<file path="config.mk">
export PLATFORM = sky130hd
export DESIGN_NAME = ecs_regs
export DESIGN_NICKNAME = d
export VERILOG_FILES = /design/src/verilog/ecs_pkg.sv /design/src/verilog/ecs_event_counter.sv /design/src/verilog/ecs_regs.sv
export SDC_FILE = /design/constraint.sdc
export NUM_CORES = 1
export LEC_CHECK = 0
export ABC_CLOCK_PERIOD_IN_PS = 2800
export BUFFER_PORTS_ARGS = -buffer_cell sky130_fd_sc_hd__buf_2
export CAP_MARGIN = 20
export CORE_ASPECT_RATIO = 2
export CORE_MARGIN = 2
export CORE_UTILIZATION = 47
export DETAILED_ROUTE_END_ITERATION = 10
export PLACE_DENSITY_LB_ADDON = 0.25
export SYNTH_ARGS = -nofsm -noshare
export SYNTH_HDL_FRONTEND = slang
export SYNTH_SLANG_ARGS = --single-unit
</file>
<file path="constraint.sdc">
create_clock -name pclk -period 2.8 [get_ports pclk]
set_input_delay 0.56 -clock pclk [delete_from_list [all_inputs] [get_ports pclk]]
set_output_delay 0.56 -clock pclk [all_outputs]
set_load 0.02 [all_outputs]
</file>
<file path="src/verilog/ecs_pkg.sv">
// Purpose: shared constants for the discharge counter and serdes
//          auto-negotiation register bank
// Assumes: 50 MHz pclk, apb with 32-bit data, one word per register
// Notes:   register indices are word numbers, byte address is index times four

package ecs_pkg;

  ////////////////////////////////////////////////////////////////////////////
  // bus geometry
  localparam int ADDR_W  = 18;       // byte address width on apb
  localparam int IDX_W   = 16;       // register index width
  localparam int REG_W   = 16;       // width of each register
  localparam int DATA_W  = 32;       // apb data width

  ////////////////////////////////////////////////////////////////////////////
  // register indices
  localparam logic [IDX_W-1:0] IDX_DISCHARGE_COUNTS = 16'h0448;
  localparam logic [IDX_W-1:0] IDX_AN_TIMER_CONFIG  = 16'h0456;
  localparam logic [IDX_W-1:0] IDX_AN_STATUS        = 16'h0459;
  localparam logic [IDX_W-1:0] IDX_IRQ_STATUS       = 16'h0470;
  localparam logic [IDX_W-1:0] IDX_IRQ_MASK         = 16'h0471;

  ////////////////////////////////////////////////////////////////////////////
  // field layout
  localparam int CNT_W          = 6;   // discharge counter width
  localparam int MAC_CNT_LSB    = 8;   // mac interface counter at 13:8
  localparam int LINE_CNT_LSB   = 0;   // line side counter at 5:0
  localparam int TSEL_LSB       = 12;  // timer select at 13:12
  localparam int TSEL_W         = 2;
  localparam int PAGE_RX_BIT    = 1;
  localparam int AN_DONE_BIT    = 0;
  localparam int IRQ_W          = 4;   // interrupt sources
  localparam int IRQ_MAC_BIT    = 0;
  localparam int IRQ_LINE_BIT   = 1;
  localparam int IRQ_PAGE_BIT   = 2;
  localparam int IRQ_DONE_BIT   = 3;

  ////////////////////////////////////////////////////////////////////////////
  // reset values
  localparam logic [TSEL_W-1:0] TSEL_RESET     = 2'h1;
  localparam logic [11:0]       TIMER_CFG_LOW  = 12'h008;  // fixed low bits
  localparam logic [REG_W-1:0]  REG_ZERO       = 16'h0000;

  ////////////////////////////////////////////////////////////////////////////
  // timer select codes
  typedef enum logic [TSEL_W-1:0] {
    ECS_TSEL_1P6MS = 2'h0,
    ECS_TSEL_2US   = 2'h1,
    ECS_TSEL_800US = 2'h2,
    ECS_TSEL_11MS  = 2'h3
  } ecs_tsel_t;

  ////////////////////////////////////////////////////////////////////////////
  // timing
  localparam int CLK_PERIOD_NS = 20;
  localparam int T_1P6MS_NS    = 1600000;
  localparam int T_2US_NS      = 2000;
  localparam int T_800US_NS    = 800000;
  localparam int T_11MS_NS     = 11000000;
  localparam int TMR_W         = 20;
  localparam int CYC_1P6MS = (T_1P6MS_NS + CLK_PERIOD_NS - 1) / CLK_PERIOD_NS;
  localparam int CYC_2US   = (T_2US_NS   + CLK_PERIOD_NS - 1) / CLK_PERIOD_NS;
  localparam int CYC_800US = (T_800US_NS + CLK_PERIOD_NS - 1) / CLK_PERIOD_NS;
  localparam int CYC_11MS  = (T_11MS_NS  + CLK_PERIOD_NS - 1) / CLK_PERIOD_NS;

  // timer state
  typedef enum logic [0:0] {
    ECS_TMR_IDLE = 1'b0,
    ECS_TMR_RUN  = 1'b1
  } ecs_tmr_state_t;

endpackage

</file>
<file path="src/verilog/ecs_event_counter.sv">
// Purpose: counter of protection activations that survives hardware reset
// Assumes: hit is synchronous to clk, por_n only falls on power up
// Notes:   wraps from all ones to zero

`timescale 1ns/1ps
`default_nettype none

module ecs_event_counter #(
  parameter int WIDTH = 6
) (
  input  wire logic             clk,
  input  wire logic             por_n,
  input  wire logic             hit,
  output logic      [WIDTH-1:0] count
);

  generate
    if (WIDTH < 1) begin : g_bad_width
      $error("ecs_event_counter width must be at least one");
    end
  endgenerate

  logic [WIDTH-1:0] count_q;

  // one step for every cycle the structure is active, no dead time
  // no dead time counting
  always_ff @(posedge clk or negedge por_n) begin
    if (!por_n) begin
      count_q <= '0;
    end else if (hit) begin
      count_q <= count_q + {{(WIDTH-1){1'b0}}, 1'b1};
    end
  end

  assign count = count_q;

endmodule

`default_nettype wire

</file>
<file path="src/verilog/ecs_regs.sv">
// Purpose: apb register bank with discharge counters, auto-negotiation
//          timer select and auto-negotiation status
// Assumes: all inputs synchronous to pclk; por_n is the power-on reset
// Notes:   discharge counters ignore presetn, only por_n clears them

`timescale 1ns/1ps
`default_nettype none

module ecs_regs #(
  parameter logic [19:0] AN_TMR_1P6MS_CYC = 20'(ecs_pkg::CYC_1P6MS),
  parameter logic [19:0] AN_TMR_800US_CYC = 20'(ecs_pkg::CYC_800US),
  parameter logic [19:0] AN_TMR_11MS_CYC  = 20'(ecs_pkg::CYC_11MS)
) (
  input  wire logic                        pclk,
  input  wire logic                        presetn,
  input  wire logic                        por_n,
  // apb slave
  input  wire logic                        psel,
  input  wire logic                        penable,
  input  wire logic                        pwrite,
  input  wire logic [ecs_pkg::ADDR_W-1:0]  paddr,
  input  wire logic [ecs_pkg::DATA_W-1:0]  pwdata,
  input  wire logic [3:0]                  pstrb,
  output logic      [ecs_pkg::DATA_W-1:0]  prdata,
  output logic                             pready,
  output logic                             pslverr,
  // protection activations
  input  wire logic                        mac_discharge_hit,
  input  wire logic                        line_discharge_hit,
  // serdes auto-negotiation
  input  wire logic                        an_page_received,
  input  wire logic                        an_complete,
  input  wire logic                        an_timer_start,
  output logic                             an_timer_done,
  output logic      [ecs_pkg::TSEL_W-1:0]  an_timer_select,
  // interrupt
  output logic                             irq
);

  generate
    if (AN_TMR_1P6MS_CYC == 20'h0_0000 || AN_TMR_800US_CYC == 20'h0_0000 ||
        AN_TMR_11MS_CYC == 20'h0_0000) begin : g_bad_timer
      $error("ecs_regs timer counts must be at least one");
    end
  endgenerate

  ////////////////////////////////////////////////////////////////////////////
  // declarations
  // the short setting is fixed, only the long ones scale
  localparam logic [19:0] TMR_2US_CYC = 20'(ecs_pkg::CYC_2US);
  localparam logic [19:0] TMR_ONE     = 20'h0_0001;

  logic [ecs_pkg::CNT_W-1:0]  mac_count;
  logic [ecs_pkg::CNT_W-1:0]  line_count;
  logic [ecs_pkg::TSEL_W-1:0] tsel_q;
  logic                       page_q;
  logic                       done_q;
  logic [ecs_pkg::IRQ_W-1:0]  irq_stat_q;
  logic [ecs_pkg::IRQ_W-1:0]  irq_mask_q;
  logic [ecs_pkg::IRQ_W-1:0]  irq_set;
  logic [ecs_pkg::DATA_W-1:0] rdata_q;
  logic                       err_q;
  logic                       setup;
  logic                       access;
  logic                       wr_en;
  logic [ecs_pkg::IDX_W-1:0]  idx;
  logic                       aligned;
  logic                       hit_cnt;
  logic                       hit_tcfg;
  logic                       hit_stat;
  logic                       hit_istat;
  logic                       hit_imask;
  logic                       mapped;
  logic [ecs_pkg::REG_W-1:0]  rd_mux;
  logic [ecs_pkg::REG_W-1:0]  reg_cnt;
  logic [ecs_pkg::REG_W-1:0]  reg_tcfg;
  logic [ecs_pkg::REG_W-1:0]  reg_stat;
  ecs_pkg::ecs_tmr_state_t    tmr_state_q;
  logic [19:0]                tmr_cnt_q;
  logic [19:0]                tmr_limit;
  logic                       tmr_done_q;

  ////////////////////////////////////////////////////////////////////////////
  // discharge counters on the power-on reset

  ecs_event_counter #(
    .WIDTH (ecs_pkg::CNT_W)
  ) u_mac_counter (
    .clk   (pclk),
    .por_n (por_n),
    .hit   (mac_discharge_hit),
    .count (mac_count)
  );

  ecs_event_counter #(
    .WIDTH (ecs_pkg::CNT_W)
  ) u_line_counter (
    .clk   (pclk),
    .por_n (por_n),
    .hit   (line_discharge_hit),
    .count (line_count)
  );

  ////////////////////////////////////////////////////////////////////////////
  // apb decode
  assign setup   = psel & ~penable;
  assign access  = psel & penable;
  assign idx     = paddr[ecs_pkg::ADDR_W-1:2];
  assign aligned = (paddr[1:0] == 2'h0);

  assign hit_cnt   = aligned & (idx == ecs_pkg::IDX_DISCHARGE_COUNTS);
  assign hit_tcfg  = aligned & (idx == ecs_pkg::IDX_AN_TIMER_CONFIG);
  assign hit_stat  = aligned & (idx == ecs_pkg::IDX_AN_STATUS);
  assign hit_istat = aligned & (idx == ecs_pkg::IDX_IRQ_STATUS);
  assign hit_imask = aligned & (idx == ecs_pkg::IDX_IRQ_MASK);
  assign mapped    = hit_cnt | hit_tcfg | hit_stat | hit_istat | hit_imask;

  // write lands only in the access cycle of a mapped address
  assign wr_en = access & pwrite & ~err_q;

  ////////////////////////////////////////////////////////////////////////////
  // read images
  always_comb begin
    reg_cnt = ecs_pkg::REG_ZERO;
    reg_cnt[ecs_pkg::MAC_CNT_LSB +: ecs_pkg::CNT_W]  = mac_count;
    reg_cnt[ecs_pkg::LINE_CNT_LSB +: ecs_pkg::CNT_W] = line_count;
  end

  always_comb begin
    reg_tcfg = ecs_pkg::REG_ZERO;
    reg_tcfg[ecs_pkg::TSEL_LSB +: ecs_pkg::TSEL_W] = tsel_q;
    reg_tcfg[ecs_pkg::TSEL_LSB-1:0] = ecs_pkg::TIMER_CFG_LOW;   // fixed read-only bits
  end

  always_comb begin
    reg_stat = ecs_pkg::REG_ZERO;
    reg_stat[ecs_pkg::PAGE_RX_BIT] = page_q;
    reg_stat[ecs_pkg::AN_DONE_BIT] = done_q;
  end

  // read multiplexer, unmapped reads give zero
  always_comb begin
    rd_mux = ecs_pkg::REG_ZERO;
    if (hit_cnt) begin
      rd_mux = reg_cnt;
    end else if (hit_tcfg) begin
      rd_mux = reg_tcfg;
    end else if (hit_stat) begin
      rd_mux = reg_stat;
    end else if (hit_istat) begin
      rd_mux = {{(ecs_pkg::REG_W-ecs_pkg::IRQ_W){1'b0}}, irq_stat_q};
    end else if (hit_imask) begin
      rd_mux = {{(ecs_pkg::REG_W-ecs_pkg::IRQ_W){1'b0}}, irq_mask_q};
    end
  end

  // read data and error captured in the setup cycle
  always_ff @(posedge pclk or negedge presetn) begin
    if (!presetn) begin
      rdata_q <= '0;
      err_q   <= 1'b0;
    end else if (setup) begin
      rdata_q <= {{(ecs_pkg::DATA_W-ecs_pkg::REG_W){1'b0}}, rd_mux};
      err_q   <= ~mapped;
    end
  end

  // zero wait states: ready in every access cycle
  assign pready  = access;
  assign pslverr = access & err_q;
  assign prdata  = rdata_q;

  ////////////////////////////////////////////////////////////////////////////
  // timer select field

  // writable select, resets to 2 us code
  always_ff @(posedge pclk or negedge presetn) begin
    if (!presetn) begin
      tsel_q <= ecs_pkg::TSEL_RESET;
    end else if (wr_en && hit_tcfg && pstrb[1]) begin
      tsel_q <= pwdata[ecs_pkg::TSEL_LSB +: ecs_pkg::TSEL_W];
    end
  end

  // select code is also offered to the serdes side
  assign an_timer_select = tsel_q;

  always_comb begin
    case (ecs_pkg::ecs_tsel_t'(tsel_q))
      ecs_pkg::ECS_TSEL_1P6MS: tmr_limit = AN_TMR_1P6MS_CYC;
      ecs_pkg::ECS_TSEL_2US:   tmr_limit = TMR_2US_CYC;
      ecs_pkg::ECS_TSEL_800US: tmr_limit = AN_TMR_800US_CYC;
      ecs_pkg::ECS_TSEL_11MS:  tmr_limit = AN_TMR_11MS_CYC;
      default:                 tmr_limit = TMR_2US_CYC;
    endcase
  end

  ////////////////////////////////////////////////////////////////////////////
  // negotiation timer: start pulse arms it, done pulses once at expiry

  // timer runs for the selected count
  always_ff @(posedge pclk or negedge presetn) begin
    if (!presetn) begin
      tmr_state_q <= ecs_pkg::ECS_TMR_IDLE;
      tmr_cnt_q   <= '0;
      tmr_done_q  <= 1'b0;
    end else begin
      tmr_done_q <= 1'b0;
      case (tmr_state_q)
        ecs_pkg::ECS_TMR_IDLE: begin
          if (an_timer_start) begin
            tmr_state_q <= ecs_pkg::ECS_TMR_RUN;
            tmr_cnt_q   <= TMR_ONE;
          end
        end
        ecs_pkg::ECS_TMR_RUN: begin
          if (an_timer_start) begin
            tmr_cnt_q <= TMR_ONE;             // restart
          end else if (tmr_cnt_q >= tmr_limit) begin
            tmr_state_q <= ecs_pkg::ECS_TMR_IDLE;
            tmr_done_q  <= 1'b1;
          end else begin
            tmr_cnt_q <= tmr_cnt_q + TMR_ONE;
          end
        end
        default: begin
          tmr_state_q <= ecs_pkg::ECS_TMR_IDLE;
        end
      endcase
    end
  end

  // one-cycle expiry pulse from a flop
  assign an_timer_done = tmr_done_q;

  ////////////////////////////////////////////////////////////////////////////
  // negotiation status sampling

  always_ff @(posedge pclk or negedge presetn) begin
    if (!presetn) begin
      page_q <= 1'b0;
      done_q <= 1'b0;
    end else begin
      page_q <= an_page_received;
      done_q <= an_complete;
    end
  end

  ////////////////////////////////////////////////////////////////////////////
  // interrupts: sticky status, write one to clear, set wins
  always_comb begin
    irq_set = '0;
    irq_set[ecs_pkg::IRQ_MAC_BIT]  = mac_discharge_hit;
    irq_set[ecs_pkg::IRQ_LINE_BIT] = line_discharge_hit;
    irq_set[ecs_pkg::IRQ_PAGE_BIT] = an_page_received & ~page_q;
    irq_set[ecs_pkg::IRQ_DONE_BIT] = an_complete & ~done_q;
  end

  always_ff @(posedge pclk or negedge presetn) begin
    if (!presetn) begin
      irq_stat_q <= '0;
    end else if (wr_en && hit_istat && pstrb[0]) begin
      irq_stat_q <= (irq_stat_q & ~pwdata[ecs_pkg::IRQ_W-1:0]) | irq_set;
    end else begin
      irq_stat_q <= irq_stat_q | irq_set;
    end
  end

  // mask register, one enables the source
  always_ff @(posedge pclk or negedge presetn) begin
    if (!presetn) begin
      irq_mask_q <= '0;
    end else if (wr_en && hit_imask && pstrb[0]) begin
      irq_mask_q <= pwdata[ecs_pkg::IRQ_W-1:0];
    end
  end

  assign irq = |(irq_stat_q & irq_mask_q);

endmodule

`default_nettype wire

</file>
* Word-level counts from Yosys, hierarchy flattened
Cells that the tools add are included.
** Word-level totals
- Latch bits :: 0
- Memories :: 0
- Memory bits (read-only) :: 0
- Output and inout bits :: 38
- Input port bits :: 65
- RAM bits :: 0
- Bits in registers :: 63
- Word-level logic and storage cells :: 81
** Operators by class
- Bitwise gates (word level) :: 27
- Equality and inequality tests :: 10
- Muxes and demuxes :: 18
- Multiply operators :: 0
- Div/mod/pow operators :: 0
- Shifts and indexed selects :: 0
- Magnitude comparators :: 1
- Reductions and logical operators :: 10
- Add/subtract/negate cells :: 3
** Operators by type and width (count)
- $eq 16x11->1 const B :: 5
- $pmux 20 s4 :: 1
- $mux 20 :: 3
- $pmux 20 s2 :: 1
- $mux 14 :: 2
- $add 20x1->20 const B :: 1
- $ge 20x20->1 :: 1
- $mux 4 :: 4
- $add 6x1->6 const B :: 2
- $and 1x1->1 :: 12
- $and 4x4->4 :: 2
- $or 4x4->4 :: 2
- $logic_and 1x1->1 :: 6
- $mux 1 :: 6
- $not 1->1 :: 6
- $eq 2x2->1 const B :: 2
- $logic_not 2->1 :: 2
- $not 4->4 :: 1
- $or 1x1->1 :: 4
- $reduce_or 4->1 :: 1
- $ne 3x3->1 const B :: 1
- $eq 2x1->1 const B :: 1
- $ne 2x2->1 const B :: 1
- $pmux 1 s2 :: 1
- $reduce_and 2->1 :: 1

* Longest topological paths before layout
- Depth after elaboration :: 7
- Gate-level depth with buffers :: 12
- Gate-level depth less buffers :: 10

* Cells and area by module
From an unflattened synthesis, not the netlist that was laid out.
** Second synthesis, totals
- Cell total of the unflattened synthesis :: 351
- Area total of the unflattened synthesis :: 3423.3 um^2
** By module, submodules not included
- ecs_regs :: sequential area each 1177.4 um^2, times used 1, cells an instance 315, area each 2922.8 um^2
- ecs_event_counter :: sequential area each 150.1 um^2, times used 2, cells an instance 18, area each 250.2 um^2

* Worst setup path after synthesis
Ideal clock, no wire load.
- Path type :: register to register
- Start :: register tsel_q, in the netlist an_timer_select[0]
- End :: register tmr_cnt_q[1]
- Required time :: 2.668 ns
- Library setup time :: 0.132 ns
- Path buffers :: 2
- Cell stages (with the launch flop) :: 12
- Clock period less this slack :: 2.739 ns
- Data arrival time :: 2.607 ns
- Path slack :: 0.061 ns
- Cells stage by stage :: dfstp_2 -> inv_1 -> ha_1 -> ha_1 -> nand2_1 -> nor4_1 -> a221oi_2 -> o211ai_2 -> clkbuf_1 -> buf_2 -> mux2i_1 -> nor2_1
** On the way
- Cells in the longest elaborated chain, start to end :: 5
- Elaborated cells on any way between the ends :: 8
- Classes of those cells :: 1 x order compare; 4 x eq/ne; 1 x mux; 2 x reduce/logical
** Ends and longest elaborated chain
- start: declaration :: line ecs_regs.sv:55 : logic [ecs_pkg::TSEL_W-1:0] tsel_q;
- start signal: assignment :: line ecs_regs.sv:179 : tsel_q <= ecs_pkg::TSEL_RESET;
- start signal: assignment :: line ecs_regs.sv:181 : tsel_q <= pwdata[ecs_pkg::TSEL_LSB +: ecs_pkg::TSEL_W];
- $eq 2x2->1 (tied with other cells) :: line ecs_regs.sv:189 : case (ecs_pkg::ecs_tsel_t'(tsel_q))
- $pmux 20 s4 * :: line ecs_regs.sv:189
- $ge 20x20->1 * :: line ecs_regs.sv:219 : end else if (tmr_cnt_q >= tmr_limit) begin
- $ne 3x3->1 (no source line) *
- $reduce_and 2->1 (no source line) *
- end signal: assignment :: line ecs_regs.sv:223 : tmr_cnt_q <= tmr_cnt_q + TMR_ONE;
- end: declaration :: line ecs_regs.sv:79 : logic [19:0] tmr_cnt_q;
Every way passes the cells marked *; elsewhere a longest branch is shown, timed or not. The select of a mux whose other input is x is not followed.
A chain may end at the register's enable or synchronous reset.

* Worst setup path in the final report
- Start :: register tsel_q, in the netlist an_timer_select[0]
- End :: register tmr_cnt_q[11]
Same word-level chain as after synthesis.

==> flow_summary.json <==
{
  "timing_worst_slew_pin_value_ns": 0.527,
  "synth-seq-area-share": 0.435,
  "clock_latency_ns": 0.33,
  "ctsHtreeMaxLevel": 3,
  "synthesized_cell_area_um2": 3390,
  "chipWidth_um": 64.1,
  "leakage_nw": 1.97,
  "drive_above_1_share": 0.351,
  "drc": 0,
  "dpl.hpwl_um": 6160,
  "port_buffers": 54,
  "cpMaxStageDelayCell": "sky130_fd_sc_hd__dfstp_2",
  "synth_seq_cells": 59,
  "synth_async_sr_flop_share": 1.00,
  "fmax_mhz": 354,
  "multiInputGateArea_um2": 1940,
  "delay_contributed_by_the_slowest_stage_of_the_critical_path_ns": 0.63,
  "post-route-cell-area_um2": 4410,
  "dr.pass1.iters": 4,
  "flip_flop_and_latch_area_um2": 1480,
  "dpl_cell_area_um2": 3830,
  "grt_setup_unrepaired": "yes",
  "pre_cts_slack_ns": -0.0965,
  "synthCells": 352,
  "timing.critical_path.fanout_max": 8,
  "run_status": "finished with violations",
  "routed_wirelength_um": 8730,
  "final-setup-viol-count": 9,
  "post_synth_mux_area_share": 0.0450,
  "ir_worst_vdd_uv": 473,
  "grt_antenna_before_repair": 0,
  "grt_util_all_layers": 0.220,
  "place_inst": 507,
  "worst_hold_path_type": "primary input to asynchronous set/reset pin",
  "crit_buf_inv": 2,
  "yosysWarnings": 0,
  "post_drt_via_cell_ratio": 5.56,
  "gp_congestion": 0.846,
  "nFillCells": 590,
  "cell_types_with_the_largest_area_share_after_synthesis": "sky130_fd_sc_hd__dfrtp_1 43%, sky130_fd_sc_hd__ha_1 7.7%, sky130_fd_sc_hd__buf_4 4.4%",
  "crit_required_ns": 3.05,
  "clk_pin_slew_ns": 0.06,
  "failed_checks": "negative setup slack",
  "tritoncts": "built",
  "setup_ws_ns": -0.0210,
  "antenna_cells_inserted": 0,
  "post_synth_most_frequent_cells": "58 x sky130_fd_sc_hd__dfrtp_1, 39 x sky130_fd_sc_hd__nand2_1, 22 x sky130_fd_sc_hd__a21oi_1",
  "fin_skew_ns": 0.00559,
  "io_pins": 103,
  "clock-sinks": 59,
  "crit_arrival_ns": 3.07,
  "maxSlewHeadroom": 0.649,
  "cellPowerDensity_nw_per_um2": 537,
  "placeableCoreArea_um2": 6940,
  "cts_buffers": 9,
  "synth-compound-area-share": 0.106,
  "grt-ovfl-total": 0,
  "avgRoutedWirePerCell_um": 16.4,
  "design.die.area_um2": 7960,
  "setup_total_negative_slack_ns": -0.115,
  "synth_edf_count": 0,
  "worstSetupStartpointType": "flip-flop",
  "finish.cell_count_without_fillers": 531,
  "cts-root-buf": "sky130_fd_sc_hd__clkbuf_16",
  "cp-end-kind": "flip-flop",
  "synth-xor-area-share": 0.0310,
  "syn2layout_area_growth_pct": 29.9,
  "synth.largest_area_cell": "sky130_fd_sc_hd__dfrtp_1",
  "timing.final.hold_violations": 0,
  "max_cap_viol_count": 0,
  "holdWs_ns": 0.101,
  "chipHeight_um": 124,
  "starting_density": 0.489,
  "final.min_clock_period_ns": 2.82,
  "layout.nets": 522,
  "yosysTopAreaCellShare": 0.428,
  "drt_iter0_markers": 112,
  "rows": 43,
  "synth-adder-area-share": 0.0774,
  "worstPathCellList": "ha_4, nor2_2, ha_1, nor4_2, o211ai_1, a221oi_2, o211ai_4, buf_12, buf_8, or3_4, a21oi_2",
  "max-clock-path-buffers": 2,
  "final_antenna_net_count": 0,
  "period_share": 1.01,
  "syn-mean-instance-area_um2": 9.64,
  "worst_path_dominant_cell_family": "compound AO/OA/AOI/OAI gates",
  "combinational_family_with_the_most_area_after_synthesis": "simple AND/OR/NAND/NOR gates",
  "post-synth-top-count-cell": "sky130_fd_sc_hd__dfrtp_1",
  "ys.flop_type": "sky130_fd_sc_hd__dfrtp_1",
  "grt_max_degree": 32,
  "synth_cell_type_count": 51,
  "grt_pass1_wl_um": 13300,
  "final_max_slew_viol_count": 0,
  "route.vias.total": 2952,
  "yosys.area_share.simple": 0.235,
  "critPathKind": "flip-flop to flip-flop",
  "first_global_vias": 2901
}
==> stage by stage <==
| stage | util | power [mW] |
|---|---|---|
| after floorplan | - | 1.28 |
| after global placement | 0.552 | 1.36 |
| after detailed placement | 0.552 | 1.38 |
| after CTS | 0.595 | 2.39 |
| after global routing | 0.635 | 2.48 |
| final | 0.635 | 2.37 |
==> cell usage in the layout, fill, tap and decap left out, types with 5 or more instances in the layout <==
cell	instances
sky130_fd_sc_hd__inv_1	9
sky130_fd_sc_hd__buf_4	22
sky130_fd_sc_hd__ha_1	15
sky130_fd_sc_hd__dfrtp_1	57
sky130_fd_sc_hd__a21oi_2	9
sky130_fd_sc_hd__mux2_2	10
sky130_fd_sc_hd__clkbuf_16	11
sky130_fd_sc_hd__nand4_1	14
sky130_fd_sc_hd__ha_4	5
sky130_fd_sc_hd__or3_1	7
sky130_fd_sc_hd__xnor2_1	7
sky130_fd_sc_hd__nand3_1	21
sky130_fd_sc_hd__nand2b_1	5
sky130_fd_sc_hd__nor2_1	20
sky130_fd_sc_hd__nand2_1	38
sky130_fd_sc_hd__a21oi_1	13
sky130_fd_sc_hd__or4_4	6
sky130_fd_sc_hd__buf_2	54
sky130_fd_sc_hd__o21ai_0	11
sky130_fd_sc_hd__o31ai_1	5
sky130_fd_sc_hd__conb_1	20
==> what timing repair did <==
| item | 4_1_cts | 5_1_grt |
|---|---|---|
| gates resized for setup | 5 | 43 |
| setup buffers | 2 | 4 |
| setup endpoints to repair | 14 | 16 |
| pin swaps | 3 | 40 |
| hold buffers | 0 | 0 |
| cloned | 0 | 2 |
==> flip-flops by register name, indices dropped and copies added (netlist names) <==
register	count
tmr_state_q	1
an_timer_select	2
an_timer_done	1
tmr_cnt_q	20
prdata	12
page_q	1
u_line_counter.count	6
irq_stat_q	4
u_mac_counter.count	6
done_q	1
err_q	1
irq_mask_q	4
==> per-layer routing <==
layer	up-vias	routed length [um]	track usage	share of wire
met5	-	0	0	0
met4	0	294	0.139	0.034
met3	29	304	0.0407	0.035
met2	91	5070	0.415	0.58
met1	1427	3060	0.216	0.35
li1	1405	-	-	-
==> cell families (layout without fill, tap and decap cells) <==
family                   count (synthesis)  in the layout
AO/OA/AOI/OAI                           57             57
XOR/XNOR                                12             12
adder cells (fa/ha/maj)                 21             21
buffers and inverters                   42            112
flip-flops                              59             59
multiplexers                            13             13
other                                    1             20
AND/OR/NAND/NOR                        147            147
==> worst paths after layout <==
check,start,endpoint,slack [ns],cells past startpoint
worst max-delay path,an_timer_select[0],tmr_cnt_q[11],-0.02,11
worst min-delay path,por_n,u_line_counter.count[2],0.10,1
worst max register to register,an_timer_select[0],tmr_cnt_q[11],-0.02,11
worst min register to register,prdata[8],prdata[8],0.46,2
max in group asynchronous,presetn,an_timer_select[0],1.84,2
min in group pclk,an_page_received,page_q,0.35,1
==> where the power goes <==
part	switching, mW	leakage [nW]	total [mW]	internal [mW]
sequential	0.111	0.749	1.07	0.960
combinational	0.157	1.08	0.295	0.138
clock	0.408	0.135	1.00	0.594
==> area by class of cell <==
class / count / area share
Clock inverter: 7 / 0.0102
Sequential cell: 59 / 0.336
Clock buffer: 9 / 0.0511
Timing Repair Buffer: 83 / 0.126
Inverter: 13 / 0.0116
Tap cell: 90 / 0.0255
Multi-Input combinational cell: 270 / 0.440
Note: power is estimated with default switching activity, not from simulation.
